==> config.mk <==
export PLATFORM = sky130hd
export DESIGN_NAME = cmpc_top
export DESIGN_NICKNAME = d
export VERILOG_FILES = /design/src/cmpc_pkg.sv /design/src/cmpc_sync_if.sv /design/src/cmpc_sync.sv /design/src/cmpc_top.sv
export SDC_FILE = /design/constraint.sdc
export NUM_CORES = 1
export LEC_CHECK = 0
export BUFFER_PORTS_ARGS = -buffer_cell sky130_fd_sc_hd__buf_2
export CAP_MARGIN = 40
export CORE_ASPECT_RATIO = 0.6
export CORE_MARGIN = 3
export CORE_UTILIZATION = 45
export CTS_CLUSTER_DIAMETER = 200
export DETAILED_ROUTE_END_ITERATION = 8
export PLACE_DENSITY = 0.91
export SLEW_MARGIN = 40
export SYNTH_ARGS = -nofsm -noshare
export SYNTH_HDL_FRONTEND = slang
export SYNTH_HIERARCHICAL = 1
export SYNTH_SLANG_ARGS = --single-unit
==> constraint.sdc <==
create_clock -name clk -period 2.7 [get_ports clk]
set_input_delay 0.135 -clock clk [delete_from_list [all_inputs] [get_ports clk]]
set_output_delay 0.135 -clock clk [all_outputs]
set_load 0.01 [all_outputs]
==> src/cmpc_pkg.sv <==
//----------------------------------------------------------------------
//----------------------------------------------------------------------
package cmpc_pkg;

  // register byte offsets
  localparam logic [7:0] CMPC_OFS_CTRL   = 8'h00;
  localparam logic [7:0] CMPC_OFS_STAT   = 8'h04;
  localparam logic [7:0] CMPC_OFS_CLR    = 8'h08;
  localparam logic [7:0] CMPC_OFS_IEN    = 8'h0C;
  localparam logic [7:0] CMPC_OFS_SYS    = 8'h10;

  // control register fields
  localparam int CMPC_BIT_ENABLE  = 7;
  localparam int CMPC_BIT_RESULT  = 6;
  localparam int CMPC_BIT_PINDRV  = 5;
  localparam int CMPC_BIT_INVERT  = 4;
  localparam int CMPC_BIT_REFSEL  = 2;
  localparam int CMPC_BIT_NEGSEL  = 0;
  localparam logic [7:0] CMPC_CTRL_WMASK = 8'hB7;
  localparam logic [7:0] CMPC_CTRL_RST   = 8'h00;

  // irq status/clear/enable layout
  localparam int CMPC_BIT_EV_CHANGE = 0;

  // system register fields
  localparam int CMPC_BIT_PERIPH_IE = 0;
  localparam int CMPC_BIT_GLOBAL_IE = 1;
  localparam int CMPC_BIT_PIN_DIR   = 2;
  localparam logic [2:0] CMPC_SYS_RST = 3'h4;

  // synchroniser depth ahead of the change detector
  localparam int CMPC_SYNC_STAGES = 2;

  // ahb transfer type
  localparam logic [1:0] CMPC_HTRANS_NONSEQ = 2'h2;

endpackage

==> src/cmpc_sync_if.sv <==
`timescale 1ns/1ps
interface cmpc_sync_if;
  logic raw_decision;
  logic active;
  logic decision;
  logic changed;

  modport ctrl
  (
    output raw_decision,
    output active,
    input  decision,
    input  changed
  );

  modport sync
  (
    input  raw_decision,
    input  active,
    output decision,
    output changed
  );
endinterface

==> src/cmpc_sync.sv <==
`timescale 1ns/1ps
module cmpc_sync
  import cmpc_pkg::*;
(
  // clock and reset
  input  wire logic clk,
  input  wire logic nrst,
  // carrier to the control logic
  cmpc_sync_if.sync sif
);

  logic [CMPC_SYNC_STAGES-1:0] stage_r;
  logic                        prev_r;

  //----------------------------------------------------------------------
  // synchroniser chain
  //----------------------------------------------------------------------
  // first stage is read only by the second; analog edge is asynchronous
  always_ff @(posedge clk or negedge nrst)
  begin
    if (!nrst)
      stage_r <= '0;
    else
      stage_r <= {stage_r[CMPC_SYNC_STAGES-2:0], sif.raw_decision};
  end

  // previous synced value for the change detector
  always_ff @(posedge clk or negedge nrst)
  begin
    if (!nrst)
      prev_r <= 1'b0;
    else
      prev_r <= stage_r[CMPC_SYNC_STAGES-1];
  end

  // decision forced low while off so a dead core reads a stable zero
  assign sif.decision = sif.active & stage_r[CMPC_SYNC_STAGES-1];
  assign sif.changed  = sif.active & (stage_r[CMPC_SYNC_STAGES-1] ^ prev_r);

endmodule

==> src/cmpc_top.sv <==
// Our own choices: the AHB-Lite slave port and the register addresses.
`timescale 1ns/1ps
module cmpc_top
  import cmpc_pkg::*;
(
  // clock and reset
  input  wire logic        clk,
  input  wire logic        nrst,
  // ahb-lite slave
  input  wire logic        hsel,
  input  wire logic [7:0]  haddr,
  input  wire logic [1:0]  htrans,
  input  wire logic        hwrite,
  input  wire logic [2:0]  hsize,
  input  wire logic [31:0] hwdata,
  input  wire logic        hready,
  output logic             hreadyout,
  output logic             hresp,
  output logic [31:0]      hrdata,
  // analog comparator core
  input  wire logic        raw_decision,
  output logic             cmp_power_en,
  output logic             cmp_one_ref_select,
  output logic [1:0]       cmp_one_neg_select,
  // comparator output pin
  output logic             pin_out,
  output logic             pin_oe_n,
  // cpu sleep and interrupt
  input  wire logic        sleep_mode,
  output logic             irq,
  output logic             wake_req,
  output logic             isr_req
);

  cmpc_sync_if sif ();

  logic [7:0]  ctrl_r;
  logic [2:0]  sys_r;
  logic        stat_r;
  logic        ien_r;
  logic        wr_pend_r;
  logic [7:0]  wr_addr_r;
  logic [31:0] hrdata_r;
  logic        pin_out_r;
  logic        pin_oe_n_r;
  logic        wake_r;
  logic        awake_r;
  logic        addr_ok;
  logic        do_wr;
  logic        result;
  logic        drive_ok;
  logic [31:0] rd_mux;

  //----------------------------------------------------------------------
  // field decode
  //----------------------------------------------------------------------
  logic cmp_one_enable;
  logic cmp_one_pin_drive;
  logic cmp_one_invert;
  logic peripheral_irq_enable;
  logic global_irq_enable;
  logic pin_direction_bit;

  // named views of the control and system registers
  assign cmp_one_enable        = ctrl_r[CMPC_BIT_ENABLE];
  assign cmp_one_pin_drive     = ctrl_r[CMPC_BIT_PINDRV];
  assign cmp_one_invert        = ctrl_r[CMPC_BIT_INVERT];
  assign peripheral_irq_enable = sys_r[CMPC_BIT_PERIPH_IE];
  assign global_irq_enable     = sys_r[CMPC_BIT_GLOBAL_IE];
  assign pin_direction_bit     = sys_r[CMPC_BIT_PIN_DIR];

  //----------------------------------------------------------------------
  // analog core control
  //----------------------------------------------------------------------
  // sleep_mode never gates the core: an enabled core keeps running asleep
  assign cmp_power_en       = cmp_one_enable;
  assign cmp_one_ref_select = ctrl_r[CMPC_BIT_REFSEL];
  assign cmp_one_neg_select = ctrl_r[CMPC_BIT_NEGSEL+1:CMPC_BIT_NEGSEL];

  // carrier to the synchroniser
  assign sif.raw_decision = raw_decision;
  assign sif.active       = cmp_one_enable;

  cmpc_sync u_sync
  (
    .clk  (clk),
    .nrst (nrst),
    .sif  (sif)
  );

  // polarity applied after synchronisation
  assign result = sif.decision ^ cmp_one_invert;

  //----------------------------------------------------------------------
  // ahb-lite slave
  //----------------------------------------------------------------------
  // zero wait states, always okay; unmapped reads give zero
  assign hreadyout = 1'b1;
  assign hresp     = 1'b0;
  assign hrdata    = hrdata_r;

  assign addr_ok = hsel & hready & htrans[1];
  assign do_wr   = wr_pend_r;

  // read mux, result bit comes live from the synced result
  always_comb
  begin
    rd_mux = '0;
    unique case (haddr)
      CMPC_OFS_CTRL:
      begin
        rd_mux[7:0]            = ctrl_r & CMPC_CTRL_WMASK;
        rd_mux[CMPC_BIT_RESULT] = result;
      end
      CMPC_OFS_STAT: rd_mux[CMPC_BIT_EV_CHANGE] = stat_r;
      CMPC_OFS_IEN:  rd_mux[CMPC_BIT_EV_CHANGE] = ien_r;
      CMPC_OFS_SYS:  rd_mux[2:0] = sys_r;
      default:       rd_mux = '0;
    endcase
  end

  // address phase capture for writes
  always_ff @(posedge clk or negedge nrst)
  begin
    if (!nrst)
    begin
      wr_pend_r <= 1'b0;
      wr_addr_r <= '0;
    end
    else
    begin
      if (hready)
      begin
        wr_pend_r <= addr_ok & hwrite;
        wr_addr_r <= haddr;
      end
    end
  end

  // read data registered at the address phase, stands for the data phase
  always_ff @(posedge clk or negedge nrst)
  begin
    if (!nrst)
      hrdata_r <= '0;
    else if (addr_ok & ~hwrite)
      hrdata_r <= rd_mux;
  end

  //----------------------------------------------------------------------
  // registers
  //----------------------------------------------------------------------
  // control: result and bit 3 are not storable
  always_ff @(posedge clk or negedge nrst)
  begin
    if (!nrst)
      ctrl_r <= CMPC_CTRL_RST;
    else if (do_wr && wr_addr_r == CMPC_OFS_CTRL)
      ctrl_r <= hwdata[7:0] & CMPC_CTRL_WMASK;
  end

  // system bits: irq gates and pin direction, pin is input after reset
  always_ff @(posedge clk or negedge nrst)
  begin
    if (!nrst)
      sys_r <= CMPC_SYS_RST;
    else if (do_wr && wr_addr_r == CMPC_OFS_SYS)
      sys_r <= hwdata[2:0];
  end

  // interrupt enable
  always_ff @(posedge clk or negedge nrst)
  begin
    if (!nrst)
      ien_r <= 1'b0;
    else if (do_wr && wr_addr_r == CMPC_OFS_IEN)
      ien_r <= hwdata[CMPC_BIT_EV_CHANGE];
  end

  // sticky change flag; a new change wins over a clear in the same cycle
  always_ff @(posedge clk or negedge nrst)
  begin
    if (!nrst)
      stat_r <= 1'b0;
    else if (sif.changed)
      stat_r <= 1'b1;
    else if (do_wr && wr_addr_r == CMPC_OFS_CLR && hwdata[CMPC_BIT_EV_CHANGE])
      stat_r <= 1'b0;
  end

  //----------------------------------------------------------------------
  // output pin
  //----------------------------------------------------------------------
  assign drive_ok = cmp_one_pin_drive & cmp_one_enable & ~pin_direction_bit;

  // registered so the pin never glitches on a decode hazard
  always_ff @(posedge clk or negedge nrst)
  begin
    if (!nrst)
    begin
      pin_out_r  <= 1'b0;
      pin_oe_n_r <= 1'b1;
    end
    else
    begin
      pin_out_r  <= drive_ok & result;
      pin_oe_n_r <= ~drive_ok;
    end
  end

  assign pin_out  = pin_out_r;
  assign pin_oe_n = pin_oe_n_r;

  //----------------------------------------------------------------------
  // interrupt, wake and vector
  //----------------------------------------------------------------------
  assign irq = stat_r & ien_r;

  // wake pulse every other cycle while a qualified request stands in sleep
  always_ff @(posedge clk or negedge nrst)
  begin
    if (!nrst)
      wake_r <= 1'b0;
    else
      wake_r <= sleep_mode & irq & peripheral_irq_enable & ~wake_r;
  end

  // one cycle awake before vectoring, so the next instruction runs first
  always_ff @(posedge clk or negedge nrst)
  begin
    if (!nrst)
      awake_r <= 1'b0;
    else
      awake_r <= ~sleep_mode;
  end

  assign wake_req = wake_r;
  assign isr_req  = irq & peripheral_irq_enable & global_irq_enable
                  & ~sleep_mode & awake_r;

endmodule

==> results of run 1 <==
-- synth_stat cells --
master,n
a21o_1,1
a22o_1,1
and2_1,2
and2_2,1
and3b_1,1
and4b_1,1
buf_4,30
clkbuf_1,3
conb_1,2
dfrtp_1,32
dfstp_2,2
inv_1,2
mux2_2,18
mux2i_1,4
nand2_1,11
nand2b_1,1
nand3_1,2
nand3b_1,2
nand4_1,1
nand4b_1,2
nor2_1,1
nor3_1,3
nor3b_1,1
nor4_1,1
nor4_4,1
nor4b_1,1
nor4bb_1,1
o21ai_0,4
o31ai_1,3
o32ai_1,1
or4b_1,1
xnor2_1,1
xor2_1,1
-- sequential cells by signal, summed over array words and instances, names as in the netlist --
signal / flops
pin_out: 1
awake_r: 1
ctrl_r: 6
wr_addr_r: 8
do_wr: 1
wake_req: 1
ien_r: 1
u_sync/prev_r: 1
stat_r: 1
u_sync/stage_r: 2
hrdata: 7
pin_oe_n: 1
sys_r: 3
-- stage by stage --
step	setup slack, ns	util
floorplan	1.12	-
global placement	0.817	0.517
detailed placement	0.761	0.517
CTS	0.752	0.550
global route	0.624	0.551
finish	0.719	0.551
-- layer usage --
layer,track usage,up-vias,share of wire
li1,-,496,-
met1,0.203,512,0.45
met2,0.208,50,0.43
met3,0.0684,8,0.10
met4,0.0642,0,0.019
met5,0,-,0
-- area by class of cell --
type / count / area (um2)
inverter: 2 / 7.51
timing repair buffer: 39 / 208
fill: 318 / 1520
clock buffer: 7 / 86.3
multi-input combinational: 95 / 647
clock inverter: 1 / 5.00
tap: 45 / 56.3
sequential: 34 / 853
-- kinds of logic (layout without fill, tap and decap cells) --
kind of cell	count (synthesis)	after routing	synth area share
compound gates	10	10	0.0409
xor+xnor	2	2	0.0106
buf+inv	35	49	0.148
flops	34	34	0.517
mux	22	22	0.147
other cells	2	27	0.00455
simple gates	34	34	0.132
-- what timing repair did --
| action | 4_1_cts | 5_1_grt |
|---|---|---|
| resized for setup | 0 | 0 |
| endpoints found under the hold margin | 33 | 0 |
| hold buffers | 2 | 0 |
-- worst paths after layout --
check                                     to  cells past startpoint               from  slack [ns]
max                                ctrl_r[7]                      3       wr_addr_r[1]        0.72
min                                  awake_r                      2         sleep_mode        0.01
max reg2reg                        ctrl_r[7]                      3       wr_addr_r[1]        0.72
min reg2reg                u_sync/stage_r[1]                      0  u_sync/stage_r[0]        0.36
max in group asynchronous           sys_r[2]                      2               nrst        2.04
min in group asynchronous            awake_r                      2               nrst        0.32
-- critical path, cell delays in order, from the launching register on --
cell     delay [ns]
dfrtp_1        0.38
nor4_1         0.65
and3b_1        0.46
mux2_2         0.37
-- power by group --
| part | leakage [uW] | internal (uW) | switching, uW |
|---|---|---|---|
| combinational | 0.000446 | 55.8 | 72.4 |
| clock | 0.0000482 | 205 | 177 |
| sequential | 0.000429 | 543 | 24.3 |
| total | 0.000923 | 805 | 273 |
==> impl_metrics.xml, run 1 <==
<?xml version="1.0" encoding="UTF-8"?>
<metrics>
  <group name="timing">
    <metric name="fmaxAchievable" unit="MHz">505</metric>
    <metric name="rsz0062_at_grt" unit="">no</metric>
    <metric name="final-hold-violation-count" unit="">0</metric>
    <metric name="final.period_utilization" unit="">0.734</metric>
    <metric name="timing.final.crit_period" unit="ns">1.98</metric>
    <metric name="tns" unit="ns">0</metric>
    <metric name="post_route_worst_hold_slack" unit="ns">0.0146</metric>
    <metric name="worst_slew_pin_slew" unit="ns">0.723</metric>
    <metric name="timing_max_transition_violations_final" unit="">0</metric>
    <metric name="maxSlewHeadroom" unit="">0.514</metric>
    <metric name="fin_worst_skew" unit="ns">0.00744</metric>
    <metric name="setup_viol" unit="">0</metric>
  </group>
  <group name="clocking">
    <metric name="worst_skew_pair.late_latency" unit="ns">0.29</metric>
    <metric name="cts.sink_count" unit="">34</metric>
    <metric name="cts_made_buffers" unit="">5</metric>
    <metric name="cts_setup_buffers" unit="">0</metric>
    <metric name="number_of_buffers_on_the_longest_clock_path" unit="">2</metric>
    <metric name="htree_num_levels" unit="">2</metric>
    <metric name="clock-root-buffer" unit="">clkbuf_8</metric>
    <metric name="clock_transition_time_at_the_flip_flop_clock_pins_of_the_worst_setup_and_hold_paths" unit="ns">0.07</metric>
    <metric name="cts_tree" unit="">yes</metric>
  </group>
  <group name="pwr">
    <metric name="post-layout-total-power" unit="uW">1080</metric>
    <metric name="cellLeakagePower" unit="uW">0.000923</metric>
    <metric name="vdd_ir_max" unit="mV">0.222</metric>
    <metric name="p_per_area" unit="nW/um2">579</metric>
  </group>
  <group name="final_layout">
    <metric name="final_layout_size_suffix_gt1_frac" unit="">0.371</metric>
    <metric name="diodes" unit="">0</metric>
    <metric name="final_std_cell_area_no_fill" unit="um2">1860</metric>
    <metric name="layout.cells.most_common" unit="">buf_2</metric>
    <metric name="mostFrequentLayoutCells" unit="">buf_2 (36), dfrtp_1 (32), conb_1 (27), mux2_2 (18), nand2_1 (11)</metric>
    <metric name="nets" unit="">229</metric>
    <metric name="stdcell_count" unit="">223</metric>
    <metric name="area_growth_syn_to_layout" unit="%">12.9</metric>
  </group>
  <group name="setup_path">
    <metric name="critPathKind" unit="">reg2reg</metric>
    <metric name="critical_path_peak_fanout" unit="">6</metric>
    <metric name="critical_path_arrival" unit="ns">2.15</metric>
    <metric name="critical_path_required" unit="ns">2.87</metric>
    <metric name="crit_path_start_kind" unit="">register</metric>
    <metric name="endpoint_kind" unit="">register</metric>
  </group>
  <group name="floorplanning">
    <metric name="core" unit="um2">3380</metric>
    <metric name="die_width" unit="um">84.2</metric>
    <metric name="initial_core_util" unit="">0.488</metric>
    <metric name="io_pins" unit="">95</metric>
    <metric name="placementRows" unit="">16</metric>
    <metric name="floorplan.die_area" unit="um2">4450</metric>
    <metric name="floorplan.die.height" unit="um">52.9</metric>
  </group>
  <group name="logic_synthesis">
    <metric name="synth-seq-cells" unit="">34</metric>
    <metric name="post_synth_instance_area" unit="um2">1650</metric>
    <metric name="synth_cell_types" unit="">33</metric>
    <metric name="yosysTopAreaCellShare" unit="">0.485</metric>
    <metric name="avgSynthCellArea" unit="um2">11.9</metric>
    <metric name="gate_count_of_the_mapped_netlist" unit="">139</metric>
    <metric name="yosysWarnings" unit="">6</metric>
    <metric name="synth.yosys.seq_area_share" unit="">0.517</metric>
    <metric name="synth_area_leader_cell" unit="">dfrtp_1</metric>
    <metric name="synth_top_cells_by_area" unit="">dfrtp_1 (49%), buf_4 (14%), mux2_2 (12%)</metric>
  </group>
  <group name="routing">
    <metric name="ant_nets" unit="">0</metric>
    <metric name="remaining_drc_errors" unit="">0</metric>
    <metric name="via_count" unit="">1066</metric>
    <metric name="totalWireLength" unit="mm">3.16</metric>
    <metric name="vias_per_cell" unit="">4.78</metric>
    <metric name="routed_wire_length_per_instance" unit="um">14.1</metric>
    <metric name="drt_pre_antenna_iters" unit="">4</metric>
    <metric name="first_iter_violations" unit="">88</metric>
  </group>
  <group name="placed_design">
    <metric name="placement.cell_area" unit="um2">1750</metric>
    <metric name="placement.io_buffers" unit="">37</metric>
    <metric name="gp_congestion" unit="">0.840</metric>
    <metric name="place_inst" unit="">213</metric>
    <metric name="dp_hpwl" unit="mm">2.47</metric>
  </group>
  <group name="global_route">
    <metric name="grt.overflow.total" unit="">0</metric>
    <metric name="grt_pass1_wl" unit="mm">4.91</metric>
    <metric name="grt_start_max_net_pins" unit="">35</metric>
    <metric name="antenna_found_initial" unit="">0</metric>
    <metric name="first_global_vias" unit="">951</metric>
    <metric name="grt_util_all_layers" unit="">0.151</metric>
  </group>
  <group name="outcome">
    <metric name="run_status" unit="">finished, final reports clean</metric>
  </group>
  <group name="worst_hold_path">
    <metric name="min-delay-path-class" unit="">in2reg</metric>
  </group>
  <group name="flow_run">
    <metric name="cap_violations" unit="">0</metric>
  </group>
</metrics>
No activity file was read; power rests on OpenSTA's default activity.
==> run 2, diff against run 1 <==
Settings changed: CORE_UTILIZATION 45 to 39, PLACE_DENSITY 0.91 to 0.84.
Clock period 2.7 ns to 1.79 ns, I/O delays scaled along.
==> impl_metrics.xml, run 2 (synthesis results as in run 1) <==
<?xml version="1.0" encoding="UTF-8"?>
<metrics>
  <group name="floorplanning">
    <metric name="core" unit="um2">3870</metric>
    <metric name="floorplan.die_area" unit="um2">5070</metric>
    <metric name="die_width" unit="um">90.0</metric>
    <metric name="placementRows" unit="">17</metric>
    <metric name="floorplan.die.height" unit="um">56.4</metric>
    <metric name="initial_core_util" unit="">0.426</metric>
    <metric name="io_pins" unit="">95</metric>
  </group>
  <group name="placed_design">
    <metric name="dp_hpwl" unit="mm">2.44</metric>
    <metric name="gp_congestion" unit="">0.714</metric>
    <metric name="place_inst" unit="">226</metric>
    <metric name="placement.cell_area" unit="um2">1770</metric>
    <metric name="placement.io_buffers" unit="">37</metric>
  </group>
  <group name="pwr">
    <metric name="clock_power_share" unit="">0.354</metric>
    <metric name="p_per_area" unit="nW/um2">859</metric>
    <metric name="power_report.internal_total" unit="uW">1220</metric>
    <metric name="vdd_ir_max" unit="mV">0.537</metric>
    <metric name="cellLeakagePower" unit="uW">0.000930</metric>
    <metric name="switching_component_of_the_power" unit="uW">409</metric>
    <metric name="seq_power_share" unit="">0.525</metric>
    <metric name="switching_power_share_of_the_total" unit="">0.251</metric>
    <metric name="power.share.combinational" unit="">0.120</metric>
  </group>
  <group name="global_route">
    <metric name="first_global_vias" unit="">973</metric>
    <metric name="antenna_found_initial" unit="">0</metric>
    <metric name="grt.overflow.total" unit="">0</metric>
    <metric name="grt_util_all_layers" unit="">0.134</metric>
    <metric name="grt_start_max_net_pins" unit="">35</metric>
    <metric name="grt_pass1_wl" unit="mm">5.13</metric>
  </group>
  <group name="routing">
    <metric name="first_iter_violations" unit="">59</metric>
    <metric name="via_count" unit="">1049</metric>
    <metric name="remaining_drc_errors" unit="">0</metric>
    <metric name="vias_per_cell" unit="">4.43</metric>
    <metric name="routed_wire_length_per_instance" unit="um">13.5</metric>
    <metric name="ant_nets" unit="">0</metric>
    <metric name="drt_pre_antenna_iters" unit="">4</metric>
    <metric name="totalWireLength" unit="mm">3.20</metric>
  </group>
  <group name="timing">
    <metric name="fin_worst_skew" unit="ns">0.00914</metric>
    <metric name="post_route_worst_hold_slack" unit="ns">0.0388</metric>
    <metric name="setup_viol" unit="">0</metric>
    <metric name="fmaxAchievable" unit="MHz">633</metric>
    <metric name="timing.final.crit_period" unit="ns">1.58</metric>
    <metric name="timing_max_transition_violations_final" unit="">0</metric>
    <metric name="rsz0062_at_grt" unit="">no</metric>
    <metric name="final-hold-violation-count" unit="">0</metric>
    <metric name="tns" unit="ns">0</metric>
    <metric name="final.period_utilization" unit="">0.882</metric>
  </group>
  <group name="setup_path">
    <metric name="crit_path_start_kind" unit="">register</metric>
    <metric name="critical_path_required" unit="ns">1.95</metric>
    <metric name="max_stage_delay" unit="ns">0.40</metric>
    <metric name="critical_path_peak_fanout" unit="">6</metric>
    <metric name="endpoint_kind" unit="">register</metric>
    <metric name="reg2reg_slack" unit="ns">0.21</metric>
    <metric name="worst_r2r_endpoint" unit="">ctrl_r[5]</metric>
    <metric name="reg2reg_launch_point" unit="">wr_addr_r[2]</metric>
    <metric name="critPathSlowestCell" unit="">dfrtp_1</metric>
    <metric name="critical_path_arrival" unit="ns">1.74</metric>
    <metric name="reg2regPathDepth" unit="">3</metric>
    <metric name="crit_chain" unit="">nor4b_1 &gt; and3b_2 &gt; mux2_2</metric>
    <metric name="critPathKind" unit="">reg2reg</metric>
  </group>
  <group name="final_layout">
    <metric name="nets" unit="">231</metric>
    <metric name="layout.cells.most_common" unit="">buf_2</metric>
    <metric name="flip_flop_count_of_the_largest_register_all_copies_and_words_added" unit="">8</metric>
    <metric name="diodes" unit="">0</metric>
    <metric name="final_std_cell_area_no_fill" unit="um2">1900</metric>
    <metric name="area_growth_syn_to_layout" unit="%">14.9</metric>
    <metric name="stdcell_count" unit="">237</metric>
    <metric name="max_flop_register" unit="">wr_addr_r</metric>
    <metric name="mostFrequentLayoutCells" unit="">buf_2 (36), dfrtp_1 (32), conb_1 (27), mux2_2 (18), nand2_1 (11)</metric>
    <metric name="final_layout_size_suffix_gt1_frac" unit="">0.372</metric>
  </group>
  <group name="clocking">
    <metric name="clock-root-buffer" unit="">clkbuf_8</metric>
    <metric name="clock_transition_time_at_the_flip_flop_clock_pins_of_the_worst_setup_and_hold_paths" unit="ns">0.07</metric>
    <metric name="cts.sink_count" unit="">34</metric>
    <metric name="number_of_buffers_on_the_longest_clock_path" unit="">2</metric>
    <metric name="worst_skew_pair.late_latency" unit="ns">0.29</metric>
    <metric name="htree_num_levels" unit="">2</metric>
    <metric name="cts_tree" unit="">yes</metric>
    <metric name="cts_made_buffers" unit="">5</metric>
  </group>
  <group name="worst_hold_path">
    <metric name="min_to" unit="">ctrl_r[7]</metric>
    <metric name="hold_path_depth" unit="">2</metric>
    <metric name="min-delay-path-class" unit="">in2reg</metric>
    <metric name="min-delay-start" unit="">hwdata[7]</metric>
  </group>
  <group name="outcome">
    <metric name="run_status" unit="">finished, final reports clean</metric>
  </group>
  <group name="flow_run">
    <metric name="cap_violations" unit="">0</metric>
  </group>
</metrics>
run 2: area by class of cell:
class | instances | area, um2
inverter | 2 | 7.51
clock buffer | 8 | 90.1
fill | 383 | 1980
timing repair buffer | 41 | 225
tap | 57 | 71.3
multi-input combinational | 95 | 648
sequential | 34 | 853
run 2: how the worst max path moves through the flow:
stage | startpoint | to
after floorplan | wr_addr_r[1] | ctrl_r[0]
after CTS | wr_addr_r[2] | ctrl_r[5]
after detailed placement | wr_addr_r[2] | ctrl_r[5]
after global routing | wr_addr_r[2] | ctrl_r[5]
after global placement | wr_addr_r[2] | ctrl_r[5]
final | wr_addr_r[2] | ctrl_r[5]
run 2: worst max-delay path, delay by kind of cell, from the launching register on:
family | cells | cell delay [ns]
simple gates | 2 | 0.70
flops | 1 | 0.40
mux | 1 | 0.36
run 2: power by group through the flow:
stage	logic [uW]	registers [uW]	clock network [uW]
finish	196	856	577
detailed placement	190	870	0
global placement	186	867	0
floorplan	158	861	0
global route	218	863	633
CTS	196	856	589
run 2: metrics by stage:
step	worst slack, ns	util	total power (uW)
2_1_floorplan	0.214	-	1020
3_3_place_gp	0.152	0.458	1050
3_5_place_dp	0.144	0.458	1060
4_1_cts	0.111	0.489	1640
5_1_grt	0.0368	0.490	1710
6_report	0.211	0.490	1630
run 2: per-layer routing:
layer,wire length (um),global-route usage,vias up,part of all wire
met5,0,0,-,0
met4,31,0.0523,0,0.0097
met3,213,0.0509,5,0.066
met2,1290,0.163,43,0.40
met1,1670,0.207,500,0.52
li1,-,-,501,-
run 2: timing repair:
action / 4_1_cts / 5_1_grt
endpoints found under the setup margin: 0 / 6
resized for setup: 0 / 1
setup buffers: 0 / 0
endpoints found under the hold margin: 34 / 0
hold buffers: 3 / 0
